<file path="config.mk">
export PLATFORM = sky130hd
export DESIGN_NAME = stack_command_handler
export DESIGN_NICKNAME = d
export VERILOG_FILES = /design/src/hw/stack_cmd_pkg.sv /design/src/hw/ack_clk_if.sv /design/src/hw/stack_command_handler.sv /design/src/hw/ack_clk_counter.sv
export SDC_FILE = /design/constraint.sdc
export NUM_CORES = 1
export LEC_CHECK = 0
export BUFFER_PORTS_ARGS = -buffer_cell sky130_fd_sc_hd__buf_2
export CAP_MARGIN = 20
export CORE_UTILIZATION = 60
export CTS_CLUSTER_DIAMETER = 150
export CTS_CLUSTER_SIZE = 12
export DETAILED_ROUTE_END_ITERATION = 6
export PLACE_DENSITY = 0.85
export SLEW_MARGIN = 20
export SYNTH_ARGS = -nofsm -noshare
export SYNTH_HDL_FRONTEND = slang
export SYNTH_SLANG_ARGS = --single-unit
</file>
<file path="constraint.sdc">
create_clock -name core_clk -period 5.85 [get_ports core_clk]
set_clock_uncertainty 0.1 [all_clocks]
set_input_delay 0.2925 -clock core_clk [delete_from_list [all_inputs] [get_ports core_clk]]
set_output_delay 0.2925 -clock core_clk [all_outputs]
set_load 0.01 [all_outputs]
</file>
<file path="src/hw/stack_cmd_pkg.sv">
// constants shared by the stack command handler
package stack_cmd_pkg;
   localparam logic [7:0] CMD_SCAN_CONT = 8'hc6;
   localparam logic [7:0] CMD_SCAN_INHIBIT = 8'hc7;
   localparam logic [7:0] CMD_MEASURE = 8'hc8;
   localparam logic [7:0] CMD_MUX_TEST = 8'hc9;
   localparam logic [7:0] CMD_BAL_ENABLE = 8'hca;
   localparam logic [7:0] CMD_BAL_INHIBIT = 8'hcb;
   localparam logic [7:0] CMD_ENUMERATE = 8'hd0;
   localparam logic [7:0] CMD_NAK = 8'hd1;
   localparam logic [7:0] CMD_ACK = 8'hd2;
   localparam logic [7:0] CMD_COMMS_FAIL = 8'hd3;
   localparam logic [7:0] CMD_SLEEP = 8'hd4;
   localparam logic [5:0] SEL_PACK = 6'h00;
   localparam logic [5:0] SEL_CELL_LAST = 6'h0e;
   localparam logic [5:0] SEL_RSVD_A = 6'h0f;
   localparam logic [5:0] SEL_INT_TEMP = 6'h10;
   localparam logic [5:0] SEL_EXT_LAST = 6'h14;
   localparam logic [5:0] SEL_RSVD_B = 6'h15;
   localparam logic [5:0] SEL_RSVD_C = 6'h16;
   localparam logic [5:0] SEL_GPIO_FIRST = 6'h17;
   localparam logic [5:0] SEL_REF = 6'h19;
   localparam logic [3:0] ENUM_ACK_CLOCKS = 4'h8;
   localparam int TIMEOUT_US = 100;
   localparam int CLK_MHZ = 100;
   localparam int TIMEOUT_CYC = TIMEOUT_US * CLK_MHZ;
   localparam logic [4:0] STACK_POS_RESET = 5'h00;
   typedef enum logic [2:0] {
      ST_IDLE = 3'b000,
      ST_WAIT_UP = 3'b001,
      ST_REPLY = 3'b011,
      ST_MEASURE = 3'b010,
      ST_MUXTEST = 3'b110
   } state_e;
   typedef enum logic [2:0] {
      RSP_NONE = 3'h0,
      RSP_ACK = 3'h1,
      RSP_NAK = 3'h2,
      RSP_FAIL = 3'h3,
      RSP_ENUM = 3'h4
   } rsp_e;
endpackage

</file>
<file path="src/hw/ack_clk_if.sv">
// link between handler and the enumeration acknowledge counter
`timescale 1ns/1ps
interface ack_clk_if;
   logic start;
   logic clk_edge;
   logic good;
   logic bad;
   modport ctl (output start, output clk_edge, input good, input bad);
   modport cnt (input start, input clk_edge, output good, output bad);
endinterface

</file>
<file path="src/hw/stack_command_handler.sv">
// command execution logic of one stack device
// Functional notes
// scan inhibit clears continuous-scan flag
// addressed measure runs one stored conversion
// selector from length; 0 pack, 1-14 cells
// temps, gpios, reference map; some reserved
// host reads result separately after measure
// mux test command runs routing diagnostic
// balance enable sets run flag only
// balance inhibit clears run flag only
// host issues enumeration after resets
// top answers enumeration with own address
// lower port traffic ends enumeration mode
// enumeration any address; bad crc ignored
// top when address equals stack size
// no valid reply above means act top
// master naks enumeration crc error
// eight acknowledge clocks, fewer discarded
// relay enumeration response despite errors
// nak commands that cannot execute
// ack command, top, and writes answer ack
// ack failure nak carries stack position; code sends no nak, its timeout reply carries own_addr
// timeout waiting above sends comms failure
// sleep command enters sleep mode
// continuous scan sets the scan flag
// reserved selector naks, no conversion
`timescale 1ns/1ps
module stack_command_handler #(
   parameter int TIMEOUT_CYCLES = stack_cmd_pkg::TIMEOUT_CYC
) (
   input wire logic core_clk,
   input wire logic arst_n,
   input wire logic is_master,
   input wire logic [4:0] own_addr,
   input wire logic [4:0] stack_size,
   input wire logic cmd_valid,
   input wire logic [7:0] cmd_code,
   input wire logic [5:0] cmd_len,
   input wire logic addr_match,
   input wire logic crc_ok,
   input wire logic reg_ok,
   input wire logic is_write,
   input wire logic lower_traffic,
   input wire logic up_rsp_valid,
   input wire logic up_ack_clk,
   input wire logic conv_done,
   input wire logic mux_done,
   output logic scan_cont_q,
   output logic balance_run_flag_q,
   output logic sleep_q,
   output logic enum_mode_q,
   output logic is_top_q,
   output logic conv_start_q,
   output logic [5:0] conv_sel_q,
   output logic mux_test_q,
   output logic relay_up_q,
   output logic relay_down_q,
   output logic rsp_valid_q,
   output logic [7:0] rsp_code_q,
   output logic [4:0] rsp_pos_q
);
   ////////////////////////////////////////////////////////////////
   stack_cmd_pkg::state_e state_q;
   logic [31:0] tmr_q;
   logic wait_enum_q;
   logic [5:0] sel;
   logic sel_bad;
   logic exec;
   ack_clk_if ack_link ();
   assign sel = cmd_len;
   assign exec = cmd_valid && crc_ok && state_q == stack_cmd_pkg::ST_IDLE;
   // reserved or out of range selectors
   assign sel_bad = sel == stack_cmd_pkg::SEL_RSVD_A
      || sel == stack_cmd_pkg::SEL_RSVD_B
      || sel == stack_cmd_pkg::SEL_RSVD_C
      || sel > stack_cmd_pkg::SEL_REF;
   assign ack_link.start = exec && cmd_code == stack_cmd_pkg::CMD_ENUMERATE;
   assign ack_link.clk_edge = up_ack_clk;

   ack_clk_counter u_ack (
      .core_clk(core_clk),
      .arst_n(arst_n),
      .link(ack_link)
   );

   ////////////////////////////////////////////////////////////////
   // scan, balance and sleep flags
   always_ff @(posedge core_clk or negedge arst_n) begin
      if (!arst_n) begin
         scan_cont_q <= 1'b0;
         balance_run_flag_q <= 1'b0;
         sleep_q <= 1'b0;
      end else if (exec && addr_match) begin
         case (cmd_code)
            stack_cmd_pkg::CMD_SCAN_CONT: scan_cont_q <= 1'b1;
            stack_cmd_pkg::CMD_SCAN_INHIBIT: scan_cont_q <= 1'b0;
            stack_cmd_pkg::CMD_BAL_ENABLE: balance_run_flag_q <= 1'b1;
            stack_cmd_pkg::CMD_BAL_INHIBIT: balance_run_flag_q <= 1'b0;
            stack_cmd_pkg::CMD_SLEEP: sleep_q <= 1'b1;
            default: sleep_q <= sleep_q;
         endcase
      end else if (lower_traffic && cmd_valid) begin
         sleep_q <= 1'b0;
      end
   end

   ////////////////////////////////////////////////////////////////
   // enumeration mode and top detection
   always_ff @(posedge core_clk or negedge arst_n) begin
      if (!arst_n) begin
         enum_mode_q <= 1'b0;
         is_top_q <= 1'b0;
      end else begin
         is_top_q <= own_addr == stack_size;
         if (ack_link.start) begin
            enum_mode_q <= 1'b1;
         end else if (lower_traffic) begin
            enum_mode_q <= 1'b0;
         end
      end
   end

   ////////////////////////////////////////////////////////////////
   // command sequencer
   always_ff @(posedge core_clk or negedge arst_n) begin
      if (!arst_n) begin
         state_q <= stack_cmd_pkg::ST_IDLE;
         tmr_q <= 32'h0;
         wait_enum_q <= 1'b0;
         conv_start_q <= 1'b0;
         conv_sel_q <= 6'h00;
         mux_test_q <= 1'b0;
         relay_up_q <= 1'b0;
         relay_down_q <= 1'b0;
         rsp_valid_q <= 1'b0;
         rsp_code_q <= 8'h00;
         rsp_pos_q <= stack_cmd_pkg::STACK_POS_RESET;
      end else begin
         conv_start_q <= 1'b0;
         relay_up_q <= 1'b0;
         relay_down_q <= 1'b0;
         rsp_valid_q <= 1'b0;
         case (state_q)
            stack_cmd_pkg::ST_IDLE: begin
               if (cmd_valid && !crc_ok) begin
                  // enumeration crc error: only master answers
                  if (cmd_code != stack_cmd_pkg::CMD_ENUMERATE
                      || is_master) begin
                     rsp_valid_q <= 1'b1;
                     rsp_code_q <= stack_cmd_pkg::CMD_NAK;
                     rsp_pos_q <= own_addr;
                  end
               end else if (exec) begin
                  case (cmd_code)
                     stack_cmd_pkg::CMD_ENUMERATE: begin
                        if (is_top_q) begin
                           rsp_valid_q <= 1'b1;
                           rsp_code_q <= stack_cmd_pkg::CMD_ENUMERATE;
                           rsp_pos_q <= own_addr;
                        end else begin
                           relay_up_q <= 1'b1;
                           wait_enum_q <= 1'b1;
                           tmr_q <= 32'h0;
                           state_q <= stack_cmd_pkg::ST_WAIT_UP;
                        end
                     end
                     stack_cmd_pkg::CMD_MEASURE: begin
                        if (!addr_match) begin
                           state_q <= stack_cmd_pkg::ST_IDLE;
                        end else if (sel_bad) begin
                           rsp_valid_q <= 1'b1;
                           rsp_code_q <= stack_cmd_pkg::CMD_NAK;
                           rsp_pos_q <= own_addr;
                        end else begin
                           conv_start_q <= 1'b1;
                           conv_sel_q <= sel;
                           state_q <= stack_cmd_pkg::ST_MEASURE;
                        end
                     end
                     stack_cmd_pkg::CMD_MUX_TEST: begin
                        if (addr_match) begin
                           mux_test_q <= 1'b1;
                           state_q <= stack_cmd_pkg::ST_MUXTEST;
                        end
                     end
                     stack_cmd_pkg::CMD_ACK: begin
                        if (addr_match || is_top_q) begin
                           rsp_valid_q <= 1'b1;
                           rsp_code_q <= stack_cmd_pkg::CMD_ACK;
                           rsp_pos_q <= own_addr;
                        end else begin
                           relay_up_q <= 1'b1;
                           wait_enum_q <= 1'b0;
                           tmr_q <= 32'h0;
                           state_q <= stack_cmd_pkg::ST_WAIT_UP;
                        end
                     end
                     default: begin
                        if (addr_match && !reg_ok) begin
                           rsp_valid_q <= 1'b1;
                           rsp_code_q <= stack_cmd_pkg::CMD_NAK;
                           rsp_pos_q <= own_addr;
                        end else if (addr_match && is_write) begin
                           rsp_valid_q <= 1'b1;
                           rsp_code_q <= stack_cmd_pkg::CMD_ACK;
                           rsp_pos_q <= own_addr;
                        end
                     end
                  endcase
               end
            end
            stack_cmd_pkg::ST_WAIT_UP: begin
               tmr_q <= tmr_q + 32'h1;
               if (wait_enum_q && ack_link.good) begin
                  // acknowledged: await the top response
                  wait_enum_q <= 1'b0;
                  tmr_q <= 32'h0;
               end else if (up_rsp_valid && !wait_enum_q) begin
                  relay_down_q <= 1'b1;
                  state_q <= stack_cmd_pkg::ST_IDLE;
               end else if (tmr_q >= 32'(TIMEOUT_CYCLES - 1)) begin
                  rsp_valid_q <= 1'b1;
                  rsp_pos_q <= own_addr;
                  state_q <= stack_cmd_pkg::ST_IDLE;
                  if (wait_enum_q) begin
                     rsp_code_q <= stack_cmd_pkg::CMD_ENUMERATE;
                  end else begin
                     rsp_code_q <= stack_cmd_pkg::CMD_COMMS_FAIL;
                  end
               end
            end
            stack_cmd_pkg::ST_MEASURE: begin
               if (conv_done) begin
                  state_q <= stack_cmd_pkg::ST_IDLE;
               end
            end
            stack_cmd_pkg::ST_MUXTEST: begin
               if (mux_done) begin
                  mux_test_q <= 1'b0;
                  state_q <= stack_cmd_pkg::ST_IDLE;
               end
            end
            default: state_q <= stack_cmd_pkg::ST_IDLE;
         endcase
      end
   end

   ////////////////////////////////////////////////////////////////
   AST_INHIBIT: assert property (@(posedge core_clk) disable iff (!arst_n)
      exec && addr_match && cmd_code == stack_cmd_pkg::CMD_SCAN_INHIBIT
      |=> !scan_cont_q)
      else $error("scan flag not cleared");
   AST_CONT: assert property (@(posedge core_clk) disable iff (!arst_n)
      exec && addr_match && cmd_code == stack_cmd_pkg::CMD_SCAN_CONT
      |=> scan_cont_q)
      else $error("scan flag not set");
   AST_MEASURE_ONCE: assert property (@(posedge core_clk)
      disable iff (!arst_n)
      conv_start_q |=> !conv_start_q)
      else $error("more than one conversion");
   AST_MEASURE_SEL: assert property (@(posedge core_clk)
      disable iff (!arst_n)
      exec && addr_match && cmd_code == stack_cmd_pkg::CMD_MEASURE
      && !sel_bad |=> conv_start_q && conv_sel_q == $past(cmd_len))
      else $error("wrong measure selector");
   AST_RSVD_NAK: assert property (@(posedge core_clk) disable iff (!arst_n)
      exec && addr_match && cmd_code == stack_cmd_pkg::CMD_MEASURE
      && sel_bad |=> !conv_start_q && rsp_code_q == stack_cmd_pkg::CMD_NAK)

      else $error("reserved selector not refused");
   AST_BAL_EN: assert property (@(posedge core_clk) disable iff (!arst_n)
      exec && addr_match && cmd_code == stack_cmd_pkg::CMD_BAL_ENABLE
      |=> balance_run_flag_q && $stable(scan_cont_q))
      else $error("balance enable wrong");
   AST_BAL_DIS: assert property (@(posedge core_clk) disable iff (!arst_n)
      exec && addr_match && cmd_code == stack_cmd_pkg::CMD_BAL_INHIBIT
      |=> !balance_run_flag_q)
      else $error("balance inhibit wrong");
   AST_SLEEP: assert property (@(posedge core_clk) disable iff (!arst_n)
      exec && addr_match && cmd_code == stack_cmd_pkg::CMD_SLEEP
      |=> sleep_q)
      else $error("sleep not entered");
   AST_ENUM_EXIT: assert property (@(posedge core_clk) disable iff (!arst_n)
      lower_traffic && !ack_link.start |=> !enum_mode_q)
      else $error("enumeration mode kept");
   AST_TOP: assert property (@(posedge core_clk) disable iff (!arst_n)
      ##1 is_top_q == $past(own_addr == stack_size))
      else $error("top detection wrong");
   AST_ENUM_CRC: assert property (@(posedge core_clk) disable iff (!arst_n)
      cmd_valid && !crc_ok && cmd_code == stack_cmd_pkg::CMD_ENUMERATE
      && state_q == stack_cmd_pkg::ST_IDLE && !lower_traffic
      |=> $stable(enum_mode_q) && !relay_up_q
      && rsp_valid_q == $past(is_master))
      else $error("bad crc enumeration handled");
   AST_CRC_NAK: assert property (@(posedge core_clk) disable iff (!arst_n)
      cmd_valid && !crc_ok && state_q == stack_cmd_pkg::ST_IDLE
      && cmd_code != stack_cmd_pkg::CMD_ENUMERATE
      |=> rsp_valid_q && rsp_code_q == stack_cmd_pkg::CMD_NAK)
      else $error("bad crc command not refused");
   AST_RELAY_DOWN: assert property (@(posedge core_clk) disable iff (!arst_n)
      state_q == stack_cmd_pkg::ST_WAIT_UP && !wait_enum_q && up_rsp_valid
      |=> relay_down_q)
      else $error("reply from above not relayed");
   COV_ACK_SHORT: cover property (@(posedge core_clk) ack_link.bad);
   COV_MEASURE: cover property (@(posedge core_clk) conv_start_q);
   COV_TIMEOUT: cover property (@(posedge core_clk)
      rsp_valid_q && rsp_code_q == stack_cmd_pkg::CMD_COMMS_FAIL);
   COV_ENUM_TOP: cover property (@(posedge core_clk)
      rsp_valid_q && rsp_code_q == stack_cmd_pkg::CMD_ENUMERATE);
endmodule

</file>
<file path="src/hw/ack_clk_counter.sv">
// counts acknowledge clocks from the device above
`timescale 1ns/1ps
module ack_clk_counter (
   input wire logic core_clk,
   input wire logic arst_n,
   ack_clk_if.cnt link
);
   logic [3:0] cnt_q;
   logic good_q;
   logic bad_q;
   assign link.good = good_q;
   assign link.bad = bad_q;
   always_ff @(posedge core_clk or negedge arst_n) begin
      if (!arst_n) begin
         cnt_q <= 4'h0;
         good_q <= 1'b0;
         bad_q <= 1'b0;
      end else begin
         good_q <= 1'b0;
         bad_q <= 1'b0;
         if (link.start) begin
            bad_q <= cnt_q != 4'h0;
            cnt_q <= 4'h0;
         end else if (link.clk_edge) begin
            if (cnt_q == stack_cmd_pkg::ENUM_ACK_CLOCKS - 4'h1) begin
               good_q <= 1'b1;
               cnt_q <= 4'h0;
            end else begin
               cnt_q <= cnt_q + 4'h1;
            end
         end
      end
   end
   AST_ACK_COUNT: assert property (@(posedge core_clk) disable iff (!arst_n)
      link.good |-> $past(cnt_q) == 4'h7)
      else $error("acknowledge accepted before eight clocks");
endmodule

</file>
==> results of run 1 <==
-- layout make-up --
type / instances / area [um^2] / area share, %
Clock buffer: 13 / 159 / 3.87
Sequential cell: 65 / 1630 / 39.7
Inverter: 13 / 48.8 / 1.19
Multi-Input combinational cell: 303 / 1810 / 44.2
Tap cell: 72 / 90.1 / 2.20
Clock inverter: 2 / 37.5 / 0.915
Timing Repair Buffer: 64 / 325 / 7.93
-- how the worst min path moves through the flow --
| stage | start | endpoint | slack, ps | cells after the start |
|---|---|---|---|---|
| 2_1_floorplan | arst_n | balance_run_flag_q | -100 | 0 |
| 3_3_place_gp | conv_sel_q[1] | conv_sel_q[1] | 350 | 2 |
| 3_5_place_dp | conv_sel_q[3] | conv_sel_q[3] | 360 | 2 |
| 4_1_cts | arst_n | conv_sel_q[3] | 40 | 2 |
| 5_1_grt | lower_traffic | enum_mode_q | 60 | 2 |
| 6_report | arst_n | balance_run_flag_q | -2 | 2 |
-- registers in the layout (all words and copies together), names as in the netlist, 3 cells and up --
| name | cells |
|---|---|
| tmr_q | 32 |
| conv_sel_q | 6 |
| rsp_pos_q | 5 |
| u_ack.cnt_q | 4 |
| rsp_code_q | 3 |
| state_q | 3 |
-- worst reg2reg max path, cell delays in order, from the launching register on --
cell,delay (ps)
dfrtp_1,480
or3b_2,610
a21oi_2,630
nand2_1,120
o21ai_1,220
a21oi_2,120
mux2_2,310
-- power groups by stage --
| stage | clock network (mW) | logic, mW | registers [mW] |
|---|---|---|---|
| 3_3_place_gp | 0 | 0.187 | 0.606 |
| 3_5_place_dp | 0 | 0.196 | 0.610 |
| 2_1_floorplan | 0 | 0.144 | 0.584 |
| 5_1_grt | 0.414 | 0.224 | 0.616 |
| 4_1_cts | 0.394 | 0.198 | 0.603 |
| 6_report | 0.388 | 0.198 | 0.607 |
-- cell families after synthesis --
| group | Yosys count | synth area share (%) |
|---|---|---|
| AOI/OAI and AO/OA | 93 | 15.7 |
| xor gates and xnor gates | 14 | 3.42 |
| adders and majority gates | 2 | 0.698 |
| buffers and inverters | 34 | 4.19 |
| DFF | 65 | 45.4 |
| muxes | 13 | 4.05 |
| other | 1 | 0.105 |
| and+or+nand+nor | 178 | 26.5 |
-- per-layer routing --
| layer | vias up | GRT usage, % |
|---|---|---|
| li1 | 1567 | - |
| met1 | 1533 | 35.6 |
| met2 | 109 | 45.6 |
| met3 | 17 | 5.98 |
| met4 | 0 | 11.5 |
| met5 | - | 0 |
-- cells in the final DEF, fill, tap and decap left out, types with 11 or more instances in the layout --
| master | instances |
|---|---|
| dfrtp_1 | 65 |
| buf_2 | 62 |
| nand2_1 | 46 |
| o21ai_0 | 45 |
| nor2_1 | 31 |
| a21oi_1 | 18 |
| nor3_1 | 16 |
| nand3_1 | 15 |
| nand4_1 | 14 |
| inv_1 | 13 |
| mux2_2 | 12 |
| nor4_1 | 11 |
| xnor2_1 | 11 |
| clkbuf_8 | 11 |
-- stage by stage --
stage               std cells  utilization (%)  hold WS (ps)  instance area, um^2
finish                    532             72.7         -1.82                 4100
detailed placement        517             69.2           356                 3910
floorplan                 402                -          -103                 3590
global route              532             72.7          64.2                 4100
CTS                       532             72.7          42.2                 4100
global placement          517             69.2           347                 3910
==> flow_metrics.env, run 1 <==
export IMPL_status="finished, violations left"
export IMPL_failed_checks="hold timing"
export IMPL_nets=495
export IMPL_synth_flop_cell="dfrtp_1"
export IMPL_reg2reg_slack_ps=3150
export IMPL_yosysWarnings=0
export IMPL_yosys_cell_count_top_type="dfrtp_1"
export IMPL_power_density_nw_per_um2=291
export IMPL_p_clk_share_pct=32.5
export IMPL_grt_pass1_vias=2971
export IMPL_port_buffers=62
export IMPL_worst_slack_ps=3150
export IMPL_hold_ws_ps=-1.82
export IMPL_ant_nets=0
export IMPL_cp_required_ps=5980
export IMPL_wl_um=8120
export IMPL_drc=0
export IMPL_clk_pin_slew_worst_paths_ps=70
export IMPL_start_kind="flop"
export IMPL_finalSetupViolations=0
export IMPL_vias=3226
export IMPL_slowest_delay_ps=630
export IMPL_ys_seq_elements=65
export IMPL_dp_slack_ps=3170
export IMPL_synth_cell_types=53
export IMPL_grt_max_degree=66
export IMPL_ir_worst_vdd_mv=0.199
export IMPL_wl_met1_um=3580
export IMPL_worstPathArrival_ps=2830
export IMPL_grt_pass1_wl_um=13400
export IMPL_p_int_uw=820
export IMPL_initial_core_util_pct=63.5
export IMPL_cts_repair_resize_count=0
export IMPL_dr_wl_met2_um=3990
export IMPL_combPwrFrac_pct=16.6
export IMPL_die_w_um=79.3
export IMPL_end_kind="flop"
export IMPL_finalCriticalPeriod_ps=2700
export IMPL_hold_violations=1
export IMPL_numCtsBuffers=9
export IMPL_synthCells=400
export IMPL_reg2reg_to="rsp_pos_q[2]"
export IMPL_max_freq_mhz=370
export IMPL_worstMarginPinSlew_ps=939
export IMPL_gp_congestion=0.902
export IMPL_synth_area_leaders="dfrtp_1 (45%), o21ai_0 (6.3%), nand2_1 (4.8%), mux2_2 (3.8%), nor2_1 (3.2%)"
export IMPL_netlist_area_um2=3580
export IMPL_cts_htree_levels=3
export IMPL_cts_tree="done"
export IMPL_hold_path_class="input port to asynchronous set/reset pin"
export IMPL_clk_path_buf_depth=2
export IMPL_wl_per_cell_um=15.3
export IMPL_coreArea_um2=5640
export IMPL_synth_commonest_cells="dfrtp_1 (65), nand2_1 (46), o21ai_0 (45), nor2_1 (31), a21oi_1 (18)"
export IMPL_vias_per_cell=6.06
export IMPL_cp_max_fo=19
export IMPL_path_cells="or3b_2 > a21oi_2 > nand2_1 > o21ai_1 > a21oi_2 > mux2_2"
export IMPL_grt_ovfl_total=0
export IMPL_diodes=0
export IMPL_fin_crit_sh_pct=46.2
export IMPL_fin_setup_tns_ps=0
export IMPL_yosys_area_top_type_share_pct=45.4
export IMPL_drive_above_1_share_pct=22.0
export IMPL_critPathTopFamily="compound AO/OA/AOI/OAI gates"
export IMPL_highest_layer="met4"
export IMPL_dieArea_um2=6290
export IMPL_drt_iter0_markers=269
export IMPL_endpoint="rsp_pos_q[2]"
export IMPL_cp_depth=6
export IMPL_reg2reg_from="state_q[1]"
export IMPL_antenna_found_initial=0
export IMPL_pin_count=66
export IMPL_holdBufCountCts=0
export IMPL_cts_root_buf="clkbuf_8"
export IMPL_fillCellCount=430
export IMPL_post_dp_hpwl_um=5750
export IMPL_seq_area_frac_synth_pct=45.4
export IMPL_row_count=27
export IMPL_track_usage_pct=27.8
export IMPL_finalMaxSlewViolations=0
export IMPL_p_leak_nw=1.84
export IMPL_cts_setup_buffers=0
export IMPL_firstDrtPassIters=4
export IMPL_rr_worst_depth=6
export IMPL_slew_headroom_pct=36.8
export IMPL_p_total_mw=1.19
export IMPL_cts_sinks=65
export IMPL_yosys_area_top_type="dfrtp_1"
export IMPL_path_buf_inv=0
export IMPL_crit_slowest_cell="a21oi_2"
export IMPL_area_growth_synth_to_final_pct=14.5
export IMPL_rsz0062_at_grt="no"
export IMPL_synth_area_per_cell_um2=8.96
export IMPL_dr_wl_met3_um=400
export IMPL_drv_cap=0
export IMPL_critical_path_class="flop to flop"
export IMPL_clock_latency_ps=350
export IMPL_async_reset_ff_share_pct=100
export IMPL_switching_share_pct=31.3
export IMPL_p_switching_uw=373
export IMPL_crit_top_cell="a21oi_2"
export IMPL_critPathLaunch="state_q[1]"
export IMPL_synth_edf_count=0
export IMPL_p_seq_share_pct=50.8
export IMPL_die_y_um=79.3
Power figures use the tool's default switching activity.
==> run 2: changes to the inputs <==
ABC_AREA = 1   (was not set)
CORE_UTILIZATION = 58   (was 60)
PLACE_DENSITY = 0.81   (was 0.85)
clock period = 2.8 ns   (was 5.85 ns; I/O delays follow)
==> run 2 against run 1 <==
The flow now finishes without violations; wire length rose by 51%; fmax grew 29%; utilization is 2.9 points lower; critical path depth up 5; cell area grew 25%; count of clock-buffer cells in the layout decreased by 3; global-route usage up 3.3 points; die area increased by 29%; clock power increased by 74%; critical endpoint is now rsp_pos_q[0]; largest power group is now combinational cells.
==> flow_metrics.env, run 2 <==
export IMPL_status="finished clean"
export IMPL_synthAdderAreaFrac_pct=0.557
export IMPL_multi_input_area_um2=2440
export IMPL_rsz0062_at_grt="no"
export IMPL_muxShareOfSynthArea_pct=0.334
export IMPL_area_growth_synth_to_final_pct=14.5
export IMPL_utilization_pct=69.8
export IMPL_async_reset_ff_share_pct=100
export IMPL_cts_htree_levels=3
export IMPL_coreArea_um2=7370
export IMPL_worstMarginPinSlew_ps=839
export IMPL_fillCellCount=630
export IMPL_initial_core_util_pct=61.0
export IMPL_clk_pin_slew_worst_paths_ps=70
export IMPL_p_clk_share_pct=15.2
export IMPL_vias_per_cell=5.60
export IMPL_p_total_mw=4.44
export IMPL_finalMaxSlewViolations=0
export IMPL_drv_cap=0
export IMPL_row_count=31
export IMPL_gp_congestion=0.936
export IMPL_rr_worst_depth=11
export IMPL_layout_common_cells="nand2_1 (171), inv_1 (76), nor2_1 (75), dfrtp_1 (65), buf_2 (62)"
export IMPL_die_w_um=90.0
export IMPL_nets=751
export IMPL_synth_flop_cell="dfrtp_1"
export IMPL_p_seq_share_pct=37.5
export IMPL_end_kind="flop"
export IMPL_synth_top_family_by_area="simple AND/OR/NAND/NOR gates"
export IMPL_hold_ws_ps=10.5
export IMPL_synthCells=632
export IMPL_fin_crit_sh_pct=75.0
export IMPL_track_usage_pct=31.1
export IMPL_critical_path_class="flop to flop"
export IMPL_synth_compound_area_share_pct=10.5
export IMPL_holdBufCountCts=14
export IMPL_cp_required_ps=2980
export IMPL_top_register="tmr_q"
export IMPL_die_y_um=90.0
export IMPL_power_density_nw_per_um2=862
export IMPL_endpoint="rsp_pos_q[0]"
export IMPL_cts_repair_resize_count=0
export IMPL_grt_pass1_wl_um=20200
export IMPL_layout_area_seq_um2=1630
export IMPL_synth_commonest_cells="nand2_1 (171), inv_1 (76), nor2_1 (75), dfrtp_1 (65), nand3_1 (57)"
export IMPL_clock_latency_ps=350
export IMPL_synth_area_per_cell_um2=7.11
export IMPL_cts_tree="done"
export IMPL_drive_above_1_share_pct=20.4
export IMPL_synth_xor_area_share_pct=1.56
export IMPL_grt_ovfl_total=0
export IMPL_ys_seq_elements=65
export IMPL_reg2reg_from="tmr_q[0]"
export IMPL_firstDrtPassIters=5
export IMPL_worstPathArrival_ps=2280
export IMPL_yosys_cell_count_top_type="nand2_1"
export IMPL_grt_max_degree=66
export IMPL_reg2reg_to="rsp_pos_q[0]"
export IMPL_grt_pass1_vias=4401
export IMPL_final_common_cell="nand2_1"
export IMPL_post_dp_hpwl_um=8850
export IMPL_cts_setup_buffers=0
export IMPL_finalSetupViolations=0
export IMPL_fin_setup_tns_ps=0
export IMPL_synth_edf_count=0
export IMPL_seq_area_frac_synth_pct=36.2
export IMPL_hold_violations=0
export IMPL_ir_worst_vdd_mv=0.512
export IMPL_cp_max_fo=7
export IMPL_slew_headroom_pct=44.0
export IMPL_largest_reg_flops=32
export IMPL_synth_cell_types=44
export IMPL_hold_path_class="input port to flop"
export IMPL_port_buffers=62
export IMPL_synthSimpleGateAreaFrac_pct=41.1
export IMPL_yosys_area_top_type_share_pct=36.2
export IMPL_wl_um=12300
export IMPL_combPwrFrac_pct=47.3
export IMPL_p_switching_mw=2.12
export IMPL_yosysWarnings=0
export IMPL_clk_path_buf_depth=2
export IMPL_p_int_mw=2.32
export IMPL_start_kind="flop"
export IMPL_wl_per_cell_um=15.1
export IMPL_top_regs="tmr_q (32), conv_sel_q (6), rsp_pos_q (5)"
export IMPL_vias=4560
export IMPL_pin_count=66
export IMPL_synth_area_leaders="dfrtp_1 (36%), nand2_1 (14%), nand3_1 (6.3%), inv_1 (6.3%), nor2_1 (6.3%)"
export IMPL_worst_slack_ps=701
export IMPL_numCtsBuffers=9
export IMPL_antenna_found_initial=0
export IMPL_p_leak_nw=2.62
export IMPL_switching_share_pct=47.8
export IMPL_drc=0
export IMPL_critPathLaunch="tmr_q[0]"
export IMPL_drt_iter0_markers=369
export IMPL_reg2reg_slack_ps=700
export IMPL_cts_root_buf="clkbuf_8"
export IMPL_cts_sinks=65
export IMPL_dieArea_um2=8110
export IMPL_max_freq_mhz=476
export IMPL_yosys_area_top_type="dfrtp_1"
export IMPL_finalCriticalPeriod_ps=2100
export IMPL_dp_slack_ps=842
export IMPL_diodes=0
export IMPL_ant_nets=0
export IMPL_netlist_area_um2=4500
-- run 2: per-stage QoR --
step | area (um^2) | instances
CTS | 5150 | 814
finish | 5150 | 814
global route | 5150 | 814
detailed placement | 4860 | 786
global placement | 4860 | 786
floorplan | 4500 | 634
-- run 2: cell type report --
class	instances	area share (%)
Multi-Input combinational cell	472	47.4
Inverter	85	6.44
Clock buffer	10	2.48
Clock inverter	4	0.438
Tap cell	99	2.41
Timing Repair Buffer	79	9.19
Sequential cell	65	31.6
-- run 2: power groups by stage --
stage	sequential [mW]	combinational, mW	clock [mW]
3_3_place_gp	1.66	1.99	0
5_1_grt	1.70	2.35	0.723
2_1_floorplan	1.58	1.61	0
3_5_place_dp	1.67	2.05	0
6_report	1.66	2.10	0.675
4_1_cts	1.65	2.08	0.673
-- run 2: worst min-delay path by stage --
stage | start | to | slack (ps) | cells after the start
6_report | cmd_len[2] | conv_sel_q[2] | 10 | 3
5_1_grt | cmd_len[3] | conv_sel_q[3] | 30 | 3
4_1_cts | cmd_len[2] | conv_sel_q[2] | 10 | 3
3_5_place_dp | cmd_len[1] | conv_sel_q[1] | 270 | 3
3_3_place_gp | lower_traffic | enum_mode_q | 260 | 2
2_1_floorplan | arst_n | balance_run_flag_q | -260 | 0
-- run 2: logic make-up (layout without fill, tap and decap cells) --
family,count (synthesis),count (layout)
multiplexers,1,1
adder cells (fa/ha/maj),2,2
AO/OA/AOI/OAI,69,69
XOR/XNOR,8,8
flip-flops,65,65
AND/OR/NAND/NOR,389,389
other,1,3
buffers and inverters,97,178
-- run 2: routing by layer --
metal	track usage [%]	up-vias	part of all wire (%)
met5	0	-	0
met4	14.4	0	3.3
met3	5.08	39	4.9
met2	56.0	174	52
met1	36.0	2142	40
li1	-	2205	-
-- run 2: worst max-delay path: stages, from the launching register on --
cell,delay (ps)
dfrtp_1,450
ha_1,290
nand2_2,120
nor2_4,160
nor2_1,80
nor2_2,110
nor2_2,60
nand2_4,60
nor2_1,50
nor2_2,270
nand3_1,170
nand2_1,110
